--- src/logic/accum_move_or_defs.svh ---
`ifndef ACCUM_MOVE_OR_DEFS_SVH
`define ACCUM_MOVE_OR_DEFS_SVH

// ----------------------------------------------------------------
// widths
// ----------------------------------------------------------------
`define INSTR_W 14
`define DATA_W 8
`define FADDR_W 7

// ----------------------------------------------------------------
// instruction patterns, compared under a mask except option-load, which is matched whole
// ----------------------------------------------------------------
`define OR_IMM_MASK 14'h3F00
`define OR_IMM_MATCH 14'h3800
`define MOVE_FILE_MASK 14'h3F00
`define MOVE_FILE_MATCH 14'h0800
`define STORE_ACCUM_MASK 14'h3F80
`define STORE_ACCUM_MATCH 14'h0080
`define NOP_MASK 14'h3F9F
`define NOP_MATCH 14'h0000
`define OPTION_LOAD_WORD 14'h0062

// ----------------------------------------------------------------
// field positions
// ----------------------------------------------------------------
`define DEST_BIT 7
`define FADDR_LSB 0
`define IMM_LSB 0

// ----------------------------------------------------------------
// file map and reset values
// ----------------------------------------------------------------
`define OPTION_FADDR 7'h01
`define ACCUM_RESET 8'h00
`define OPTION_RESET 8'hFF
`define ZERO_RESET 1'b0

`endif

--- src/logic/accum_move_or_pkg.sv ---
`include "accum_move_or_defs.svh"

package accum_move_or_pkg;

	typedef enum logic [2:0] {
		OP_NONE = 3'h0,
		OP_OR_IMM = 3'h1,
		OP_MOVE_FILE = 3'h2,
		OP_STORE_ACCUM = 3'h3,
		OP_NOP = 3'h4,
		OP_OPTION_LOAD = 3'h5
	} op_type;

	typedef enum logic [1:0] {
		S_DECODE = 2'b01,
		S_EXEC = 2'b10
	} state_type;

	typedef struct packed {
		op_type op;
		logic to_file;
		logic [`FADDR_W-1:0] faddr;
		logic [`DATA_W-1:0] imm;
	} decoded_type;

	typedef struct packed {
		logic wr_en;
		logic [`FADDR_W-1:0] addr;
		logic [`DATA_W-1:0] data;
	} file_req_type;

endpackage

--- src/logic/accum_move_or_decoder.sv ---
// Overview of operation
// - decode or-immediate, or accumulator with immediate
// - or result to accumulator, zero flag updated
// - decode move-file, read addressed file register
// - dest bit 0 to accumulator, 1 back
// - move-file always updates zero flag
// - store accumulator to file, flags untouched
// - option-load copies accumulator, flags untouched
// - option register reachable by file address
`include "accum_move_or_defs.svh"

module accum_move_or_decoder (
	input wire logic core_clk_i,
	input wire logic rst_n_i,
	input wire logic ce_i,
	input wire logic instr_valid_i,
	input wire logic [`INSTR_W-1:0] instr_word_i,
	input wire logic [`DATA_W-1:0] file_rd_data_i,
	output logic instr_ready_o,
	output accum_move_or_pkg::file_req_type file_req_o,
	output logic [`DATA_W-1:0] accum_o,
	output logic zero_o,
	output logic [`DATA_W-1:0] option_o,
	output logic done_o,
	output logic unsupported_o
);
	import accum_move_or_pkg::*;

	// ----------------------------------------------------------------
	// state
	// ----------------------------------------------------------------
	state_type state_q, state_d;
	decoded_type cur_q, dec;
	file_req_type file_req_q, file_req_d;
	logic [`DATA_W-1:0] w_q, w_d, option_q, option_d;
	logic z_q, z_d, ready_q, done_q, unsup_q;

	// pure decode with no state, so a word is classified in the cycle it is offered
	instr_classify u_classify (
		.word_i(instr_word_i),
		.dec_o(dec)
	);

	// ----------------------------------------------------------------
	// decode of the latched word
	// ----------------------------------------------------------------
	wire logic accept = ce_i && (state_q == S_DECODE) && instr_valid_i;
	wire logic exec_fire = ce_i && (state_q == S_EXEC);
	wire logic is_or = exec_fire && (cur_q.op == OP_OR_IMM);
	wire logic is_move = exec_fire && (cur_q.op == OP_MOVE_FILE);
	wire logic is_store = exec_fire && (cur_q.op == OP_STORE_ACCUM);
	wire logic is_optload = exec_fire && (cur_q.op == OP_OPTION_LOAD);
	wire logic is_nop = exec_fire && (cur_q.op == OP_NOP);
	wire logic is_none = exec_fire && (cur_q.op == OP_NONE);

	// option register answers at its file address instead of the outside file
	wire logic opt_hit = cur_q.faddr == `OPTION_FADDR;
	wire logic [`DATA_W-1:0] read_val = opt_hit ? option_q : file_rd_data_i;
	wire logic [`DATA_W-1:0] or_result = w_q | cur_q.imm;
	wire logic move_to_w = is_move && !cur_q.to_file;
	wire logic move_back = is_move && cur_q.to_file;

	// ----------------------------------------------------------------
	// next values
	// ----------------------------------------------------------------
	assign w_d = is_or ? or_result :
		move_to_w ? read_val : w_q;
	assign z_d = is_or ? (or_result == '0) :
		is_move ? (read_val == '0) : z_q;
	// option writes stay inside the block and never reach the outside file
	assign option_d = is_optload ? w_q :
		(is_store && opt_hit) ? w_q :
		(move_back && opt_hit) ? read_val : option_q;

	// ----------------------------------------------------------------
	// file request
	// ----------------------------------------------------------------
	wire logic file_wr = (is_store || move_back) && !opt_hit;
	assign file_req_d.wr_en = file_wr;
	assign file_req_d.addr = accept ? dec.faddr : file_req_q.addr;
	assign file_req_d.data = !file_wr ? file_req_q.data :
		is_store ? w_q : read_val;

	// ----------------------------------------------------------------
	// sequencing
	// ----------------------------------------------------------------
	// one clock to take the word, one to execute it
	always_comb begin
		state_d = state_q;
		case (state_q)
			S_DECODE: begin
				if (accept) begin
					state_d = S_EXEC;
				end
			end
			S_EXEC: begin
				if (exec_fire) begin
					state_d = S_DECODE;
				end
			end
			// a stray code falls back to decode rather than hanging
			default: begin
				state_d = S_DECODE;
			end
		endcase
	end

	// ----------------------------------------------------------------
	// registers
	// ----------------------------------------------------------------
	always_ff @(posedge core_clk_i or negedge rst_n_i) begin
		if (!rst_n_i) begin
			state_q <= S_DECODE;
			ready_q <= 1'b1;
			done_q <= 1'b0;
			unsup_q <= 1'b0;
		end else if (ce_i) begin
			state_q <= state_d;
			ready_q <= state_d == S_DECODE;
			done_q <= exec_fire;
			unsup_q <= is_none;
		end
	end

	always_ff @(posedge core_clk_i or negedge rst_n_i) begin
		if (!rst_n_i) begin
			cur_q <= '0;
			file_req_q <= '0;
		end else if (ce_i) begin
			if (accept) begin
				cur_q <= dec;
			end
			file_req_q <= file_req_d;
		end
	end

	always_ff @(posedge core_clk_i or negedge rst_n_i) begin
		if (!rst_n_i) begin
			w_q <= `ACCUM_RESET;
			z_q <= `ZERO_RESET;
			option_q <= `OPTION_RESET;
		end else if (ce_i) begin
			w_q <= w_d;
			z_q <= z_d;
			option_q <= option_d;
		end
	end

	// ----------------------------------------------------------------
	// outputs
	// ----------------------------------------------------------------
	assign instr_ready_o = ready_q;
	assign file_req_o = file_req_q;
	assign accum_o = w_q;
	assign zero_o = z_q;
	assign option_o = option_q;
	assign done_o = done_q;
	assign unsupported_o = unsup_q;
endmodule

--- src/logic/instr_classify.sv ---
`include "accum_move_or_defs.svh"

module instr_classify (
	input wire logic [`INSTR_W-1:0] word_i,
	output accum_move_or_pkg::decoded_type dec_o
);
	import accum_move_or_pkg::*;

	wire logic hit_or = (word_i & `OR_IMM_MASK) == `OR_IMM_MATCH;
	wire logic hit_move = (word_i & `MOVE_FILE_MASK) == `MOVE_FILE_MATCH;
	wire logic hit_store = (word_i & `STORE_ACCUM_MASK) == `STORE_ACCUM_MATCH;
	// two don't-care bits are masked out of the compare
	wire logic hit_nop = (word_i & `NOP_MASK) == `NOP_MATCH;
	wire logic hit_opt = word_i == `OPTION_LOAD_WORD;

	op_type op_sel;
	assign op_sel = hit_or ? OP_OR_IMM :
		hit_move ? OP_MOVE_FILE :
		hit_store ? OP_STORE_ACCUM :
		hit_nop ? OP_NOP :
		hit_opt ? OP_OPTION_LOAD : OP_NONE;

	assign dec_o.op = op_sel;
	assign dec_o.to_file = word_i[`DEST_BIT];
	assign dec_o.faddr = word_i[`FADDR_LSB +: `FADDR_W];
	assign dec_o.imm = word_i[`IMM_LSB +: `DATA_W];

endmodule

--- config.mk ---
export PLATFORM = sky130hd
export DESIGN_NAME = accum_move_or_decoder
export DESIGN_NICKNAME = d
export VERILOG_FILES = /design/src/logic/accum_move_or_pkg.sv /design/src/logic/accum_move_or_decoder.sv /design/src/logic/instr_classify.sv
export VERILOG_INCLUDE_DIRS = /design/src /design/src/logic
export SDC_FILE = /design/constraint.sdc
export NUM_CORES = 1
export LEC_CHECK = 0
export BUFFER_PORTS_ARGS = -buffer_cell sky130_fd_sc_hd__buf_4
export CORE_AREA = 2 2 70 72
export DETAILED_ROUTE_END_ITERATION = 7
export DIE_AREA = 0 0 72 74
export HOLD_SLACK_MARGIN = 0.06
export PLACE_DENSITY = 0.82
export SLEW_MARGIN = 20
export SYNTH_ARGS = -nofsm -noshare
export SYNTH_HDL_FRONTEND = slang
export SYNTH_SLANG_ARGS = --single-unit
export TNS_END_PERCENT = 50
--- constraint.sdc ---
create_clock -name core_clk_i -period 5.2 [get_ports core_clk_i]
set_clock_uncertainty 0.05 [all_clocks]
set_input_delay 0.52 -clock core_clk_i [delete_from_list [all_inputs] [get_ports core_clk_i]]
set_output_delay 0.52 -clock core_clk_i [all_outputs]
set_load 0.1 [all_outputs]
======== After elaboration in Yosys (flattened, before gate mapping) ========
Cells that the tools add are included.
word-level totals
  register bits ........................... 50
  logic and storage cells ................. 71
cells by class
  mux-type cells .......................... 17
  reduce and logical (&&, ||, !) cells .... 28
  eq/ne operators ......................... 12
  bitwise operators ....................... 1
operators with widths
  operator                                               count
  two-way mux 8 bit                                      7
  logical NOT 8 bit                                      2
  two-way mux 3 bit                                      5
  equality test 14 x 7 -> 1 bit (second input constant)  1
  equality test 7 x 1 -> 1 bit (second input constant)   2
  logical NOT 14 bit                                     1
  logical AND 1 bit                                      13
  AND reduction 2 bit                                    5
  bitwise OR 8 bit                                       1
  equality test 3 x 2 -> 1 bit (second input constant)   2
  equality test 6 x 4 -> 1 bit (second input constant)   1
  equality test 6 bit (second input constant)            1
  equality test 2 x 1 -> 1 bit (second input constant)   2
  two-way mux 2 bit                                      2
  one-hot mux 2 bit (2 select lines)                     1
  nonzero test 2 bit                                     2
  equality test 3 x 1 -> 1 bit (second input constant)   1
  equality test 3 bit (second input constant)            1
  logical NOT 3 bit                                      1
  nonzero test 3 bit                                     1
  equality test 2 bit (second input constant)            1
  logical NOT 1 bit                                      2
  two-way mux 1 bit                                      2
  logical OR 1 bit                                       1

======== Depth between registers and ports, before layout ========
  word-level depth ........................ 8
  mapped depth ............................ 8

======== Cells and area by module ========
Synthesis repeated with hierarchy kept, for this count alone.
second synthesis, totals
  cells, all modules ...................... 233
  area total of the unflattened synthesis .. 2645.0 µm²
modules (own cells, without submodules)
  module                 area each (µm²)  times used  cells an instance
  accum_move_or_decoder  2433.6           1           203
  instr_classify         211.5            1           30

======== Worst setup path after synthesis ========
Ideal clock, no wire load.
  path type ............................... register to register
  start ................................... register state_q[0]
  end ..................................... register option_q[5] (netlist: option_o[5])
  stages on the path, launching flop included .. 9
  clock period less this slack ............ 1989 ps
  path slack .............................. 3211 ps
  required time ........................... 5063 ps
  arrival ................................. 1852 ps
  cells stage by stage .................... dfstp_2 > inv_1 > ha_1 > and4b_1 > buf_2 > and4_1 > clkbuf_2 > nor4b_1 > o31ai_1
on the way
  cells in the longest elaborated chain, start to end .. 7
  elaborated cells between the ends (all ways) .. 12
  those cells by class .................... eq/ne (1); mux (2); reduce/logical (9)
RTL lines
  what                           line                          source
  start: declaration             accum_move_or_decoder.sv:32   state_type state_q, state_d;
  start signal: assignment       accum_move_or_decoder.sv:118  state_q <= state_d;
  equality test 2 bit *          accum_move_or_decoder.sv:48   wire logic exec_fire = ce_i && (state_q == S_EXEC);
  logical AND 1 bit *            accum_move_or_decoder.sv:48
  logical AND 1 bit              accum_move_or_decoder.sv:50   wire logic is_move = exec_fire && (cur_q.op == OP_MOVE_FILE);
  logical AND 1 bit              accum_move_or_decoder.sv:61   wire logic move_back = is_move && cur_q.to_file;
  logical AND 1 bit              accum_move_or_decoder.sv:73   (move_back && opt_hit) ? read_val : option_q;
  nonzero test 3 bit (no line)   n/a
  AND reduction 2 bit (no line)  n/a
  end signal: assignment         accum_move_or_decoder.sv:141  option_q <= `OPTION_RESET;
  end signal: assignment         accum_move_or_decoder.sv:145  option_q <= option_d;
  end: declaration               accum_move_or_decoder.sv:35   logic [`DATA_W-1:0] w_q, w_d, option_q, option_d;
Every way passes the cells marked *; elsewhere a longest branch is shown, timed or not.
A chain may end at the register's enable or synchronous reset.

==> impl_results.html <==
<table>
<tr><th>Metric</th><th>Value</th></tr>
<tr><th colspan="2">Final layout</th></tr>
<tr><td>Final net count</td><td>340</td></tr>
<tr><td>Number of inserted diodes</td><td>0</td></tr>
<tr><td>Synthesis-to-finish area growth</td><td>21.1%</td></tr>
<tr><td>Share of cells above drive strength 1</td><td>0.310</td></tr>
<tr><th colspan="2">Synth</th></tr>
<tr><td>Mux contribution to synthesized area</td><td>0.0415</td></tr>
<tr><td>Number of enable flip-flop cells after synthesis</td><td>0</td></tr>
<tr><td>Post-Syn Area</td><td>between 0.002 and 0.0025 sq mm</td></tr>
<tr><td>Library cells used by synthesis</td><td>44</td></tr>
<tr><td>Main synth FF type</td><td>sky130_fd_sc_hd__dfrtp_1</td></tr>
<tr><td>Count leader, synth</td><td>sky130_fd_sc_hd__dfrtp_1</td></tr>
<tr><td>Portion of the post-synthesis area used by sequential elements</td><td>0.435</td></tr>
<tr><td>Fraction of post-synthesis cell area in the top cell type by area</td><td>0.328</td></tr>
<tr><td>Post-synthesis instance total</td><td>approximately 270</td></tr>
<tr><td>Combinational family with the most area after synthesis</td><td>simple AND/OR/NAND/NOR gates</td></tr>
<tr><td>Xor and xnor fraction of the mapped netlist area</td><td>0</td></tr>
<tr><td>Number of nets in the synthesized netlist</td><td>293</td></tr>
<tr><td>Share of synthesized cell area in full adder, half adder and majority cells</td><td>0.0102</td></tr>
<tr><td>Cell accounting for the most synthesized area</td><td>sky130_fd_sc_hd__dfrtp_1</td></tr>
<tr><td>Synth warn</td><td>0</td></tr>
<tr><td>Simple-gate area share of the yosys netlist</td><td>0.249</td></tr>
<tr><td>Post-synthesis compound-gate area fraction</td><td>0.207</td></tr>
<tr><td>Proportion of synthesized flip-flops having asynchronous set or reset</td><td>1.00</td></tr>
<tr><td>Leading cell types by total area after synthesis</td><td>sky130_fd_sc_hd__dfrtp_1 33%, sky130_fd_sc_hd__dfstp_2 11%, sky130_fd_sc_hd__a21oi_1 6.1%</td></tr>
<tr><td>Synth Area per Inst</td><td>9.22 sq um</td></tr>
<tr><td>Number of register bits inferred by synthesis</td><td>between 40 and 50</td></tr>
<tr><td>Post-synth top cells</td><td>32 x sky130_fd_sc_hd__dfrtp_1, 30 x sky130_fd_sc_hd__a21oi_1, 21 x sky130_fd_sc_hd__nor2_1</td></tr>
<tr><th colspan="2">Placement</th></tr>
<tr><td>GPL Wtd Cong</td><td>0.900</td></tr>
<tr><td>Count of buffers from port buffering</td><td>slightly above 60</td></tr>
<tr><td>Final HPWL from detailed placement</td><td>between 4000 and 5000 microns</td></tr>
<tr><td>Post-placement worst setup slack</td><td>approximately 2.9 ns</td></tr>
<tr><th colspan="2">Floorplanning</th></tr>
<tr><td>Total Die Area</td><td>0.00533 sq mm</td></tr>
<tr><td>Die X-Extent</td><td>just over 70 microns</td></tr>
<tr><td>Die height</td><td>roughly 74 microns</td></tr>
<tr><td>Area of the placeable core</td><td>0.00460 sq mm</td></tr>
<tr><td>Starting density of the core</td><td>0.531</td></tr>
<tr><td>Top-level port count</td><td>62</td></tr>
<tr><td>Number of core rows</td><td>25</td></tr>
<tr><th colspan="2">Timing</th></tr>
<tr><td>Final-report hold violation count</td><td>0</td></tr>
<tr><td>Headroom to the max-slew limit</td><td>0.338</td></tr>
<tr><td>Final setup violation count</td><td>0</td></tr>
<tr><td>Fraction of the cycle the final worst path needs</td><td>0.457</td></tr>
<tr><td>Post-layout minimum cycle time</td><td>2.38 ns</td></tr>
<tr><td>Transition time at the pin with the least slew margin</td><td>0.988 ns</td></tr>
<tr><td>Sum of negative setup slack</td><td>0 ns</td></tr>
<tr><td>Number of slew-limit violations in the final report</td><td>0</td></tr>
<tr><td>Final Hold Slack</td><td>roughly 0.14 ns</td></tr>
<tr><td>Worst Slack Setup Final</td><td>roughly 2.8 ns</td></tr>
<tr><td>Fmax</td><td>between 400 and 500 MHz</td></tr>
<tr><td>Unrepaired setup endpoints after global routing</td><td>false</td></tr>
<tr><th colspan="2">Setup path</th></tr>
<tr><td>Cell-by-cell trace of the critical path</td><td>nor3b_2, o2111ai_4, and2_4, o31ai_1</td></tr>
<tr><td>Critical path arrival</td><td>about 2.5 ns</td></tr>
<tr><td>Peak fanout along the critical path</td><td>18</td></tr>
<tr><td>R2R setup slack</td><td>between 2 and 3 ns</td></tr>
<tr><td>Crit start category</td><td>flip-flop</td></tr>
<tr><td>Cell count of the worst reg-to-reg path</td><td>4</td></tr>
<tr><td>Capturing element type of the critical path</td><td>flip-flop</td></tr>
<tr><td>Cell at the slowest stage of the critical path</td><td>sky130_fd_sc_hd__nor3b_2</td></tr>
<tr><td>Data required time of the critical path</td><td>roughly 5.4 ns</td></tr>
<tr><td>Stage delay of the slowest cell on the critical path</td><td>just over 0.8 ns</td></tr>
<tr><td>RR Startpoint</td><td>cur_q[5]</td></tr>
<tr><td>Worst Setup Path Type</td><td>flip-flop to flip-flop</td></tr>
<tr><td>Reg2Reg Capture Point</td><td>option_o[6]</td></tr>
<tr><th colspan="2">Clocking</th></tr>
<tr><td>CTS hold repair buffers</td><td>0</td></tr>
<tr><td>H-tree levels</td><td>2</td></tr>
<tr><td>Clock tree sinks</td><td>42</td></tr>
<tr><td>Post-CTS setup buffer count</td><td>0</td></tr>
<tr><td>Clock latency of the later-clocked register in the worst-skew pair</td><td>between 0.3 and 0.4 ns</td></tr>
<tr><td>Clock buffer count from CTS</td><td>5</td></tr>
<tr><td>Cell at the root of the clock tree</td><td>sky130_fd_sc_hd__clkbuf_8</td></tr>
<tr><td>Maximum buffer depth of the clock tree</td><td>2</td></tr>
<tr><td>Gates resized, CTS repair</td><td>0</td></tr>
<tr><td>CTS tree</td><td>built</td></tr>
<tr><td>Clock transition at the registers of the reported paths</td><td>around 0.090 ns</td></tr>
<tr><th colspan="2">Global routing</th></tr>
<tr><td>Number of antenna violations at the first check in global routing</td><td>0</td></tr>
<tr><td>Global-route wire length before repair</td><td>approximately 11000 microns</td></tr>
<tr><td>GRT overflow</td><td>0</td></tr>
<tr><td>Maximum number of pins on one net before global-route repair</td><td>43</td></tr>
<tr><td>Total Routing Usage GR</td><td>0.264</td></tr>
<tr><td>Number of global-route vias before repair</td><td>about 2200</td></tr>
<tr><th colspan="2">Route</th></tr>
<tr><td>Antenna-violating nets left</td><td>0</td></tr>
<tr><td>Violation count after the first detailed-route iteration</td><td>between 300 and 400</td></tr>
<tr><td>Vias/cell</td><td>between 6 and 7</td></tr>
<tr><td>Final routed DRC violation total</td><td>0</td></tr>
<tr><td>Mean routed wirelength per cell</td><td>roughly 18 microns</td></tr>
<tr><td>Routed wire length</td><td>6660 microns</td></tr>
<tr><td>Drt pass-1 iters</td><td>4</td></tr>
<tr><td>Vias after detailed routing</td><td>2287</td></tr>
<tr><th colspan="2">Power and ir drop</th></tr>
<tr><td>Max rail drop VDD</td><td>approximately 360 uV</td></tr>
<tr><td>Overall power consumption</td><td>approximately 1.7 mW</td></tr>
<tr><td>Power density of the placed cells</td><td>between 500 and 600 mW/mm^2</td></tr>
<tr><td>Leak pwr</td><td>1.32 nW</td></tr>
<tr><th colspan="2">Status</th></tr>
<tr><td>Result of the run</td><td>completed</td></tr>
<tr><th colspan="2">Min path</th></tr>
<tr><td>Worst min-delay path category</td><td>primary input to async pin</td></tr>
<tr><th colspan="2">Job</th></tr>
<tr><td>Maxcap violations</td><td>0</td></tr>
</table>
## registers in the layout, indices dropped and copies added, names as in the netlist
signal / flops
state_q: 2
unsupported_o: 1
cur_q: 11
accum_o: 8
option_o: 8
instr_ready_o: 1
done_o: 1
zero_o: 1
file_req_o: 9
## cell families after synthesis
kind of cell	count (synthesis)
compound gates	81
fa+ha+maj	2
buf+inv	26
flops	42
mux	9
simple gates	105
## worst max-delay path, delay by kind of cell (launching register included)
| family | cells | cell delay (ns) |
|---|---|---|
| AOI/OAI and AO/OA | 2 | 0.67 |
| and+or+nand+nor | 2 | 1.13 |
| DFF | 1 | 0.42 |
## layout make-up
type                    count  area (sq um)
well taps                  54          67.6
multi-input cells         197          1240
flip-flops and latches     42          1060
inverters                   5          18.8
clock inverters             3          40.0
repair buffers             61           458
clock buffers               5          68.8
fillers                   416          1640
## where the power goes
group | switching [mW] | total [mW] | internal, mW
Clock | 0.119 | 0.261 | 0.141
Sequential | 0.127 | 0.540 | 0.413
Combinational | 0.689 | 0.891 | 0.202
## cells in the final DEF, fill, tap and decap left out, types with 2 or more instances in the layout
| cell | instances |
|---|---|
| sky130_fd_sc_hd__buf_4 | 61 |
| sky130_fd_sc_hd__dfrtp_1 | 32 |
| sky130_fd_sc_hd__a21oi_1 | 30 |
| sky130_fd_sc_hd__nor2_1 | 21 |
| sky130_fd_sc_hd__o21ai_0 | 20 |
| sky130_fd_sc_hd__o31ai_1 | 16 |
| sky130_fd_sc_hd__nand3_1 | 13 |
| sky130_fd_sc_hd__nor4_1 | 12 |
| sky130_fd_sc_hd__nand2_1 | 11 |
| sky130_fd_sc_hd__or3_1 | 10 |
| sky130_fd_sc_hd__dfstp_2 | 10 |
| sky130_fd_sc_hd__mux2_2 | 9 |
| sky130_fd_sc_hd__and3_1 | 8 |
| sky130_fd_sc_hd__nor3_1 | 7 |
| sky130_fd_sc_hd__a21boi_0 | 6 |
| sky130_fd_sc_hd__inv_1 | 5 |
| sky130_fd_sc_hd__clkbuf_8 | 5 |
| sky130_fd_sc_hd__nand2b_1 | 3 |
| sky130_fd_sc_hd__nor3b_1 | 3 |
| sky130_fd_sc_hd__nor4b_1 | 3 |
| sky130_fd_sc_hd__and4b_1 | 2 |
| sky130_fd_sc_hd__and2_1 | 2 |
| sky130_fd_sc_hd__nand4_1 | 2 |
| sky130_fd_sc_hd__or3b_2 | 2 |
| sky130_fd_sc_hd__ha_1 | 2 |
| sky130_fd_sc_hd__clkinv_2 | 2 |
## how the worst max path moves through the flow
stage	start	to	slack [ns]	depth (start not counted)
after floorplan	state_q[0]	option_o[5]	3.21	8
after global placement	cur_q[5]	option_o[5]	3.01	4
after detailed placement	cur_q[5]	option_o[6]	2.90	4
after CTS	cur_q[5]	option_o[6]	2.87	4
after global routing	cur_q[5]	option_o[6]	2.69	4
final	cur_q[5]	option_o[6]	2.82	4
## per-stage QoR
step | cell area [sq um] | util | instances
floorplan | 2440 | - | 265
global placement | 2850 | 0.619 | 359
detailed placement | 2850 | 0.619 | 359
CTS | 2960 | 0.643 | 367
global route | 2960 | 0.643 | 367
finish | 2960 | 0.643 | 367
## routing by layer
metal,vias up,share of wire,track usage
met4,0,0.029,0.103
met5,-,0,0
li1,1084,-,-
met1,1074,0.40,0.343
met2,113,0.48,0.435
met3,16,0.083,0.0596
Note: power is estimated with default switching activity, not from simulation.
